[src/logic/bstap_defines.svh]
// constants for the boundary scan test port block
// assumes inclusion by bstap_pkg, bstap_top and the bench
`ifndef BSTAP_DEFINES_SVH
`define BSTAP_DEFINES_SVH
`define BSTAP_IR_W 3
`define BSTAP_BSR_W 109
`define BSTAP_ID_W 32
`define BSTAP_OE_CELL 108
`define BSTAP_IR_EXTEST 3'h0
`define BSTAP_IR_IDENT 3'h1
`define BSTAP_IR_SAMPZ 3'h2
`define BSTAP_IR_SAMPLE 3'h4
`define BSTAP_IR_BYPASS 3'h7
`define BSTAP_IR_CAPTURE 3'h1
`define BSTAP_ID_REV_MSB 31
`define BSTAP_ID_REV_LSB 29
`define BSTAP_ID_PART_MSB 28
`define BSTAP_ID_PART_LSB 12
`define BSTAP_ID_VEND_MSB 11
`define BSTAP_ID_VEND_LSB 1
// identity field values are arbitrary
`define BSTAP_ID_REV 3'h5
`define BSTAP_ID_PART 17'h0a5a5
`define BSTAP_ID_VEND 11'h2aa
`endif

[src/logic/bstap_pkg.sv]
// types for the boundary scan test port block
// assumes bstap_defines.svh on the include path
`include "bstap_defines.svh"
package bstap_pkg;
    typedef enum logic [3:0] {
        BSTAP_RESET, BSTAP_IDLE, BSTAP_SEL_DR, BSTAP_CAP_DR, BSTAP_SHIFT_DR,
        BSTAP_EXIT1_DR, BSTAP_PAUSE_DR, BSTAP_EXIT2_DR, BSTAP_UPD_DR,
        BSTAP_SEL_IR, BSTAP_CAP_IR, BSTAP_SHIFT_IR, BSTAP_EXIT1_IR,
        BSTAP_PAUSE_IR, BSTAP_EXIT2_IR, BSTAP_UPD_IR
    } bstap_state_t;
endpackage

[src/logic/bstap_sync.sv]
// two flop synchroniser for the test port pins
// assumes pins are asynchronous to clock
`timescale 1ns/100ps
module bstap_sync
(
    input wire logic clock,
    input wire logic reset,
    input wire logic [3:0] pin_in,
    output logic [3:0] pin_out
);
    logic [3:0] meta_q;

    always_ff @(posedge clock)
    begin
        if (reset)
        begin
            meta_q <= 4'h0;
            pin_out <= 4'h0;
        end
        else
        begin
            meta_q <= pin_in;
            pin_out <= meta_q;
        end
    end
endmodule

[src/logic/bstap_top.sv]
// test access port controller with instruction, bypass, identity and pin chain
// assumes tck slower than clock/4; pins sampled through bstap_sync
// Function
// - identity instruction 001 loads 32-bit identity value and places it on the path
// - instruction 111 puts a one-bit bypass register on the path
// - instruction 010 captures pins, selects chain, floats all memory outputs
// - instruction 100 captures pins into 109-cell chain, selects chain, no disturbance
// - 3-bit instruction; 000 is external test capturing the cell ring
// - identity fields: revision 31:29, part 28:12, vendor 11:1
// - identity bit 0 always reads one
// - cell 108 gates read outputs under external test; presets high
// - external test drives preloaded cell values onto system outputs
// - capture state under sample/preload snapshots pin values into chain
`timescale 1ns/100ps
`include "bstap_defines.svh"
module bstap_top
    import bstap_pkg::*;
(
    input wire logic clock,
    input wire logic reset,
    input wire logic tck,
    input wire logic tms,
    input wire logic tdi,
    input wire logic trst_n,
    input wire logic [`BSTAP_BSR_W-2:0] pin_state,
    input wire logic [`BSTAP_BSR_W-2:0] sys_out,
    input wire logic sys_oe,
    output logic tdo,
    output logic tdo_oe,
    output logic [`BSTAP_BSR_W-2:0] pin_out,
    output logic pin_oe,
    output logic [`BSTAP_IR_W-1:0] cur_instr
);
    // ------------------------------------------------------------
    // pin sampling
    // ------------------------------------------------------------
    logic [3:0] sync_w;
    logic tck_q, tck_r, tck_f, tms_s, tdi_s, trst_s;

    bstap_sync u_sync
    (
        .clock(clock),
        .reset(reset),
        .pin_in({trst_n, tdi, tms, tck}),
        .pin_out(sync_w)
    );

    assign tms_s = sync_w[1];
    assign tdi_s = sync_w[2];
    assign trst_s = ~sync_w[3];

    always_ff @(posedge clock)
    begin
        if (reset)
            tck_q <= 1'b0;
        else
            tck_q <= sync_w[0];
    end

    assign tck_r = sync_w[0] & ~tck_q;
    assign tck_f = ~sync_w[0] & tck_q;

    // ------------------------------------------------------------
    // controller state
    // ------------------------------------------------------------
    bstap_state_t state_q, state_d;

    always_comb
    begin
        state_d = state_q;
        unique case (state_q)
            BSTAP_RESET: state_d = tms_s ? BSTAP_RESET : BSTAP_IDLE;
            BSTAP_IDLE: state_d = tms_s ? BSTAP_SEL_DR : BSTAP_IDLE;
            BSTAP_SEL_DR: state_d = tms_s ? BSTAP_SEL_IR : BSTAP_CAP_DR;
            BSTAP_CAP_DR: state_d = tms_s ? BSTAP_EXIT1_DR : BSTAP_SHIFT_DR;
            BSTAP_SHIFT_DR: state_d = tms_s ? BSTAP_EXIT1_DR : BSTAP_SHIFT_DR;
            BSTAP_EXIT1_DR: state_d = tms_s ? BSTAP_UPD_DR : BSTAP_PAUSE_DR;
            BSTAP_PAUSE_DR: state_d = tms_s ? BSTAP_EXIT2_DR : BSTAP_PAUSE_DR;
            BSTAP_EXIT2_DR: state_d = tms_s ? BSTAP_UPD_DR : BSTAP_SHIFT_DR;
            BSTAP_UPD_DR: state_d = tms_s ? BSTAP_SEL_DR : BSTAP_IDLE;
            BSTAP_SEL_IR: state_d = tms_s ? BSTAP_RESET : BSTAP_CAP_IR;
            BSTAP_CAP_IR: state_d = tms_s ? BSTAP_EXIT1_IR : BSTAP_SHIFT_IR;
            BSTAP_SHIFT_IR: state_d = tms_s ? BSTAP_EXIT1_IR : BSTAP_SHIFT_IR;
            BSTAP_EXIT1_IR: state_d = tms_s ? BSTAP_UPD_IR : BSTAP_PAUSE_IR;
            BSTAP_PAUSE_IR: state_d = tms_s ? BSTAP_EXIT2_IR : BSTAP_PAUSE_IR;
            BSTAP_EXIT2_IR: state_d = tms_s ? BSTAP_UPD_IR : BSTAP_SHIFT_IR;
            BSTAP_UPD_IR: state_d = tms_s ? BSTAP_SEL_DR : BSTAP_IDLE;
        endcase
    end

    always_ff @(posedge clock)
    begin
        if (reset)
            state_q <= BSTAP_RESET;
        else if (trst_s)
            state_q <= BSTAP_RESET;
        else if (tck_r)
            state_q <= state_d;
    end

    // ------------------------------------------------------------
    // instruction register
    // ------------------------------------------------------------
    logic [`BSTAP_IR_W-1:0] ir_shift_q;

    always_ff @(posedge clock)
    begin
        if (reset || trst_s)
        begin
            ir_shift_q <= `BSTAP_IR_CAPTURE;
            cur_instr <= `BSTAP_IR_IDENT;
        end
        else if (tck_r)
        begin
            if (state_q == BSTAP_RESET)
                cur_instr <= `BSTAP_IR_IDENT;
            else if (state_q == BSTAP_CAP_IR)
                ir_shift_q <= `BSTAP_IR_CAPTURE;
            else if (state_q == BSTAP_SHIFT_IR)
                ir_shift_q <= {tdi_s, ir_shift_q[`BSTAP_IR_W-1:1]};
            else if (state_q == BSTAP_UPD_IR)
                cur_instr <= ir_shift_q;
        end
    end

    // ------------------------------------------------------------
    // data registers
    // ------------------------------------------------------------
    logic bypass_q;
    logic [`BSTAP_ID_W-1:0] id_q;
    logic [`BSTAP_ID_W-1:0] id_value;
    logic [`BSTAP_BSR_W-1:0] bsr_q, bsr_upd_q, capture_w;
    logic sel_bsr, sel_id;

    assign id_value[`BSTAP_ID_REV_MSB:`BSTAP_ID_REV_LSB] = `BSTAP_ID_REV;
    assign id_value[`BSTAP_ID_PART_MSB:`BSTAP_ID_PART_LSB] = `BSTAP_ID_PART;
    assign id_value[`BSTAP_ID_VEND_MSB:`BSTAP_ID_VEND_LSB] = `BSTAP_ID_VEND;
    assign id_value[0] = 1'b1;

    assign sel_bsr = (cur_instr == `BSTAP_IR_EXTEST) || (cur_instr == `BSTAP_IR_SAMPZ)
        || (cur_instr == `BSTAP_IR_SAMPLE);
    assign sel_id = (cur_instr == `BSTAP_IR_IDENT);
    // pins plus the internal enable cell as last seen
    assign capture_w = {bsr_upd_q[`BSTAP_OE_CELL], pin_state};

    always_ff @(posedge clock)
    begin
        if (reset)
        begin
            bypass_q <= 1'b0;
            id_q <= '0;
            bsr_q <= '0;
        end
        else if (tck_r && state_q == BSTAP_CAP_DR)
        begin
            bypass_q <= 1'b0;
            if (sel_id)
                id_q <= id_value;
            if (sel_bsr)
                bsr_q <= capture_w;
        end
        else if (tck_r && state_q == BSTAP_SHIFT_DR)
        begin
            bypass_q <= tdi_s;
            if (sel_id)
                id_q <= {tdi_s, id_q[`BSTAP_ID_W-1:1]};
            if (sel_bsr)
                bsr_q <= {tdi_s, bsr_q[`BSTAP_BSR_W-1:1]};
        end
    end

    always_ff @(posedge clock)
    begin
        if (reset || trst_s)
            bsr_upd_q <= {1'b1, {(`BSTAP_BSR_W-1){1'b0}}};
        else if (tck_r && state_q == BSTAP_RESET)
            bsr_upd_q[`BSTAP_OE_CELL] <= 1'b1;
        else if (tck_r && state_q == BSTAP_UPD_DR && sel_bsr)
            bsr_upd_q <= bsr_q;
    end

    // ------------------------------------------------------------
    // serial output on falling tck
    // ------------------------------------------------------------
    logic shift_w, tdo_d;

    assign shift_w = (state_q == BSTAP_SHIFT_DR) || (state_q == BSTAP_SHIFT_IR);

    always_comb
    begin
        if (state_q == BSTAP_SHIFT_IR)
            tdo_d = ir_shift_q[0];
        else if (sel_bsr)
            tdo_d = bsr_q[0];
        else if (sel_id)
            tdo_d = id_q[0];
        else
            tdo_d = bypass_q;
    end

    always_ff @(posedge clock)
    begin
        if (reset)
        begin
            tdo <= 1'b0;
            tdo_oe <= 1'b0;
        end
        else if (tck_f)
        begin
            tdo <= tdo_d;
            tdo_oe <= shift_w;
        end
        else if (trst_s)
            tdo_oe <= 1'b0;
    end

    // ------------------------------------------------------------
    // system output steering
    // ------------------------------------------------------------
    always_ff @(posedge clock)
    begin
        if (reset)
        begin
            pin_out <= '0;
            pin_oe <= 1'b0;
        end
        else if (cur_instr == `BSTAP_IR_EXTEST)
        begin
            pin_out <= bsr_upd_q[`BSTAP_BSR_W-2:0];
            pin_oe <= bsr_upd_q[`BSTAP_OE_CELL];
        end
        else
        begin
            pin_out <= sys_out;
            pin_oe <= sys_oe && (cur_instr != `BSTAP_IR_SAMPZ);
        end
    end
endmodule

[config.mk]
export PLATFORM = sky130hd
export DESIGN_NAME = bstap_top
export DESIGN_NICKNAME = d
export VERILOG_FILES = /design/src/logic/bstap_pkg.sv /design/src/logic/bstap_sync.sv /design/src/logic/bstap_top.sv
export VERILOG_INCLUDE_DIRS = /design/src /design/src/logic
export SDC_FILE = /design/constraint.sdc
export NUM_CORES = 1
export LEC_CHECK = 0
export BUFFER_PORTS_ARGS = -buffer_cell sky130_fd_sc_hd__buf_2
export CAP_MARGIN = 0
export CORE_UTILIZATION = 35
export DETAILED_ROUTE_END_ITERATION = 8
export GPL_ROUTABILITY_DRIVEN = 0
export PLACE_DENSITY_LB_ADDON = 0.25
export SYNTH_ARGS = -nofsm -noshare
export SYNTH_HDL_FRONTEND = slang
export SYNTH_HIERARCHICAL = 1
export SYNTH_SLANG_ARGS = --single-unit
[constraint.sdc]
create_clock -name clock -period 2.84 [get_ports clock]
set_clock_uncertainty 0.05 [all_clocks]
set_input_delay 0.142 -clock clock [delete_from_list [all_inputs] [get_ports clock]]
set_output_delay 0.142 -clock clock [all_outputs]
set_load 0.01 [all_outputs]
==> impl_metrics.env <==
export IMPL_status="complete, but fails checks"
export IMPL_violations="design-rule violations"
export IMPL_portBuffers=336
export IMPL_combPwrFrac_pct=6.1
export IMPL_criticalPathCategory="flop to flop"
export IMPL_syn_area_sq_um=14600
export IMPL_grt_overflow=0
export IMPL_async_reset_ff_share_pct=0
export IMPL_clock_fmax_ghz=0.391
export IMPL_power_frac_seq_pct=46.7
export IMPL_maxSlewViolCount=0
export IMPL_postCtsSetupBuffers=0
export IMPL_fin_crit_ps=2560
export IMPL_cts_tree="yes"
export IMPL_synthTopCellsByCount="680 x nand2_1, 381 x dfxtp_1, 241 x a21oi_1"
export IMPL_ir_drop_mv=0.396
export IMPL_top_usage_layer="met2"
export IMPL_cp_data_arrival_time_ps=2960
export IMPL_netSwitchingFraction_pct=21.5
export IMPL_ys_ff_latch=381
export IMPL_holdCritStartpoint="sys_out[37]"
export IMPL_cts_buffers=43
export IMPL_synth_edf_count=0
export IMPL_worst_pin_slew_ps=1120
export IMPL_syn_num_nets=2054
export IMPL_wl_microns=40100
export IMPL_grt_max_degree=166
export IMPL_hp_class="input pin to flop"
export IMPL_start_util_pct=35.6
export IMPL_p_leak_nw=7.47
export IMPL_avgSynthCellArea_sq_um=7.98
export IMPL_hold_end="pin_out[37]"
export IMPL_power_internal_mw=9.18
export IMPL_crit_required_ps=3240
export IMPL_grtUsageMet1_pct=22.7
export IMPL_synth_area_leader_cell="dfxtp_1"
export IMPL_drtAntennaViolNets=0
export IMPL_area_growth_pct=38.3
export IMPL_design_die_area_sq_um=42600
export IMPL_p_per_area_nw_per_um2=579
export IMPL_yosysSeqAreaShare_pct=52.2
export IMPL_grt_pass1_vias=13300
export IMPL_slew_headroom_pct=25.4
export IMPL_synth_warnings=6
export IMPL_antenna_cells=0
export IMPL_placeableCoreArea_sq_um=41000
export IMPL_cp_startpoint="state_q[1]"
export IMPL_clock_sinks=381
export IMPL_grt_pass1_wl_microns=64400
export IMPL_final_nets=2519
export IMPL_r2r_start="state_q[1]"
export IMPL_cts_clk_slew_worst_paths_ps=60
export IMPL_ioPinCount=337
export IMPL_dr_pass1_iters=9
export IMPL_max_stage_delay_ps=610
export IMPL_use_met3_pct=3.74
export IMPL_power_net_switching_mw=2.51
export IMPL_clk_insertion_delay_late_ps=560
export IMPL_path_cells="nand3b_1 -> a2111oi_4 -> buf_12 -> nor2_1 -> a311oi_1"
export IMPL_fillers=3950
export IMPL_cp_end_kind="flop"
export IMPL_synth_top_cell_area_share_pct=52.2
export IMPL_met2_usage_pct=31.6
export IMPL_synthFlopType="dfxtp_1"
export IMPL_routed_via_density=4.80
export IMPL_reg2reg_depth=5
export IMPL_gr_usage_all_layers_pct=18.4
export IMPL_vias=13700
export IMPL_fin_area_sq_um=20200
export IMPL_rsz0062_at_grt="no"
export IMPL_setup_viol=0
export IMPL_drcViolationCount=40
export IMPL_timing_final_crit_share_pct=90.1
export IMPL_synth_cells=1831
export IMPL_hold_depth=4
export IMPL_totalNegativeSetupSlack_ps=0
export IMPL_row_count=74
export IMPL_synth_most_common_cell="nand2_1"
export IMPL_utilization_pct=49.2
export IMPL_ctsLongestPathBuffers=3
export IMPL_cp_max_fo=122
export IMPL_cp_start_kind="flop"
export IMPL_root_buffer="clkbuf_16"
export IMPL_hold_violations=0
export IMPL_crit_slowest_cell="dfxtp_1"
export IMPL_dpl_cell_area_sq_um=16600
export IMPL_ys_types=47
export IMPL_drive_above_1_share_pct=20.1
export IMPL_avgRoutedWirePerCell_microns=14.0
export IMPL_synth_area_leaders="dfxtp_1 52%, nand2_1 17%, a21oi_1 8.3%, a311oi_1 4.7%, nor2_1 3.4%"
export IMPL_hpwl_microns=23300
export IMPL_maxCapViolCount=0
export IMPL_drt_iter0_markers=776
export IMPL_h_tree_depth=2
export IMPL_die_w_microns=206
export IMPL_regToRegSetupSlack_ps=280
export IMPL_die_h_microns=206
export IMPL_power_frac_clock_pct=47.2
export IMPL_grt_antenna_before_repair=0
export IMPL_worstReg2RegEnd="bsr_q[89]"
[cell families (layout without fill, tap and decap cells)]
family / after synthesis / after routing / synth area share [%]
multiplexers: 5 / 5 / 0.351
XOR/XNOR: 1 / 1 / 0.0600
buffers and inverters: 162 / 659 / 5.06
AO/OA/AOI/OAI: 372 / 372 / 17.5
flip-flops: 381 / 381 / 52.2
AND/OR/NAND/NOR: 910 / 910 / 24.8
[routing by layer]
metal,vias up,routed length [microns]
met1,6314,18100
met4,0,839
li1,7028,-
met3,60,2180
met2,325,19000
met5,-,0
[metrics by stage]
step,hold slack [ps],power (mW),setup slack (ps),instances
CTS,268,11.9,245,2860
finish,323,11.7,281,2860
global route,317,12.1,51.2,2860
detailed placement,316,6.04,261,2561
global placement,311,6.03,377,2561
floorplan,164,5.76,831,1831
[layout by cell type (no fill, tap or decap), types with 21 or more instances in the layout]
master,count
dlygate4sd3_1,222
buf_2,335
nand3_1,21
nand2_1,679
clkbuf_16,45
nor2_1,131
dfxtp_1,380
nor3_1,37
a311oi_1,79
a21oi_1,241
a311oi_2,30
[sequential cells by signal, summed over array words and instances, names as in the netlist]
register	flops
bsr_q	109
bsr_upd_q	109
pin_out	108
id_q	32
state_q	4
u_sync/meta_q	4
u_sync/pin_out	4
cur_instr	3
ir_shift_q	3
bypass_q	1
pin_oe	1
tck_q	1
tdo	1
tdo_oe	1
[power groups by stage]
stage	Combinational, mW	Clock, mW	Sequential [mW]
detailed placement	0.462	0	5.57
floorplan	0.146	0	5.62
global route	0.775	5.89	5.46
global placement	0.457	0	5.57
finish	0.711	5.52	5.46
CTS	0.704	5.69	5.46
[worst max-delay path, delay by kind of cell, from the launching register on]
family | cells | cell delay, ps
compound gates | 2 | 850
flops | 1 | 610
buf+inv | 1 | 390
simple gates | 2 | 370
[timing repair]
| item | CTS | global route |
|---|---|---|
| resized for setup | 0 | 1 |
| endpoints found under the setup margin | 0 | 14 |
| endpoints found under the hold margin | 225 | 0 |
| hold buffers | 222 | 0 |
[final cells by class]
| cell class | instances | area (sq um) | share of cell area, % |
|---|---|---|---|
| multi-input cells | 1288 | 6270 | 31.1 |
| inverters | 4 | 15.0 | 0.0743 |
| clock inverters | 7 | 66.3 | 0.328 |
| clock buffers | 70 | 1350 | 6.68 |
| repair buffers | 578 | 4200 | 20.8 |
| flip-flops and latches | 381 | 7630 | 37.8 |
| well taps | 532 | 666 | 3.30 |
[how the worst max path moves through the flow]
| stage | endpoint | cells past startpoint |
|---|---|---|
| after global routing | bsr_q[93] | 5 |
| after CTS | bsr_q[30] | 5 |
| after detailed placement | bsr_q[89] | 5 |
| after global placement | bsr_q[11] | 5 |
| after floorplan | id_q[4] | 6 |
| final | bsr_q[89] | 5 |
(Power assumes the default switching activity.)
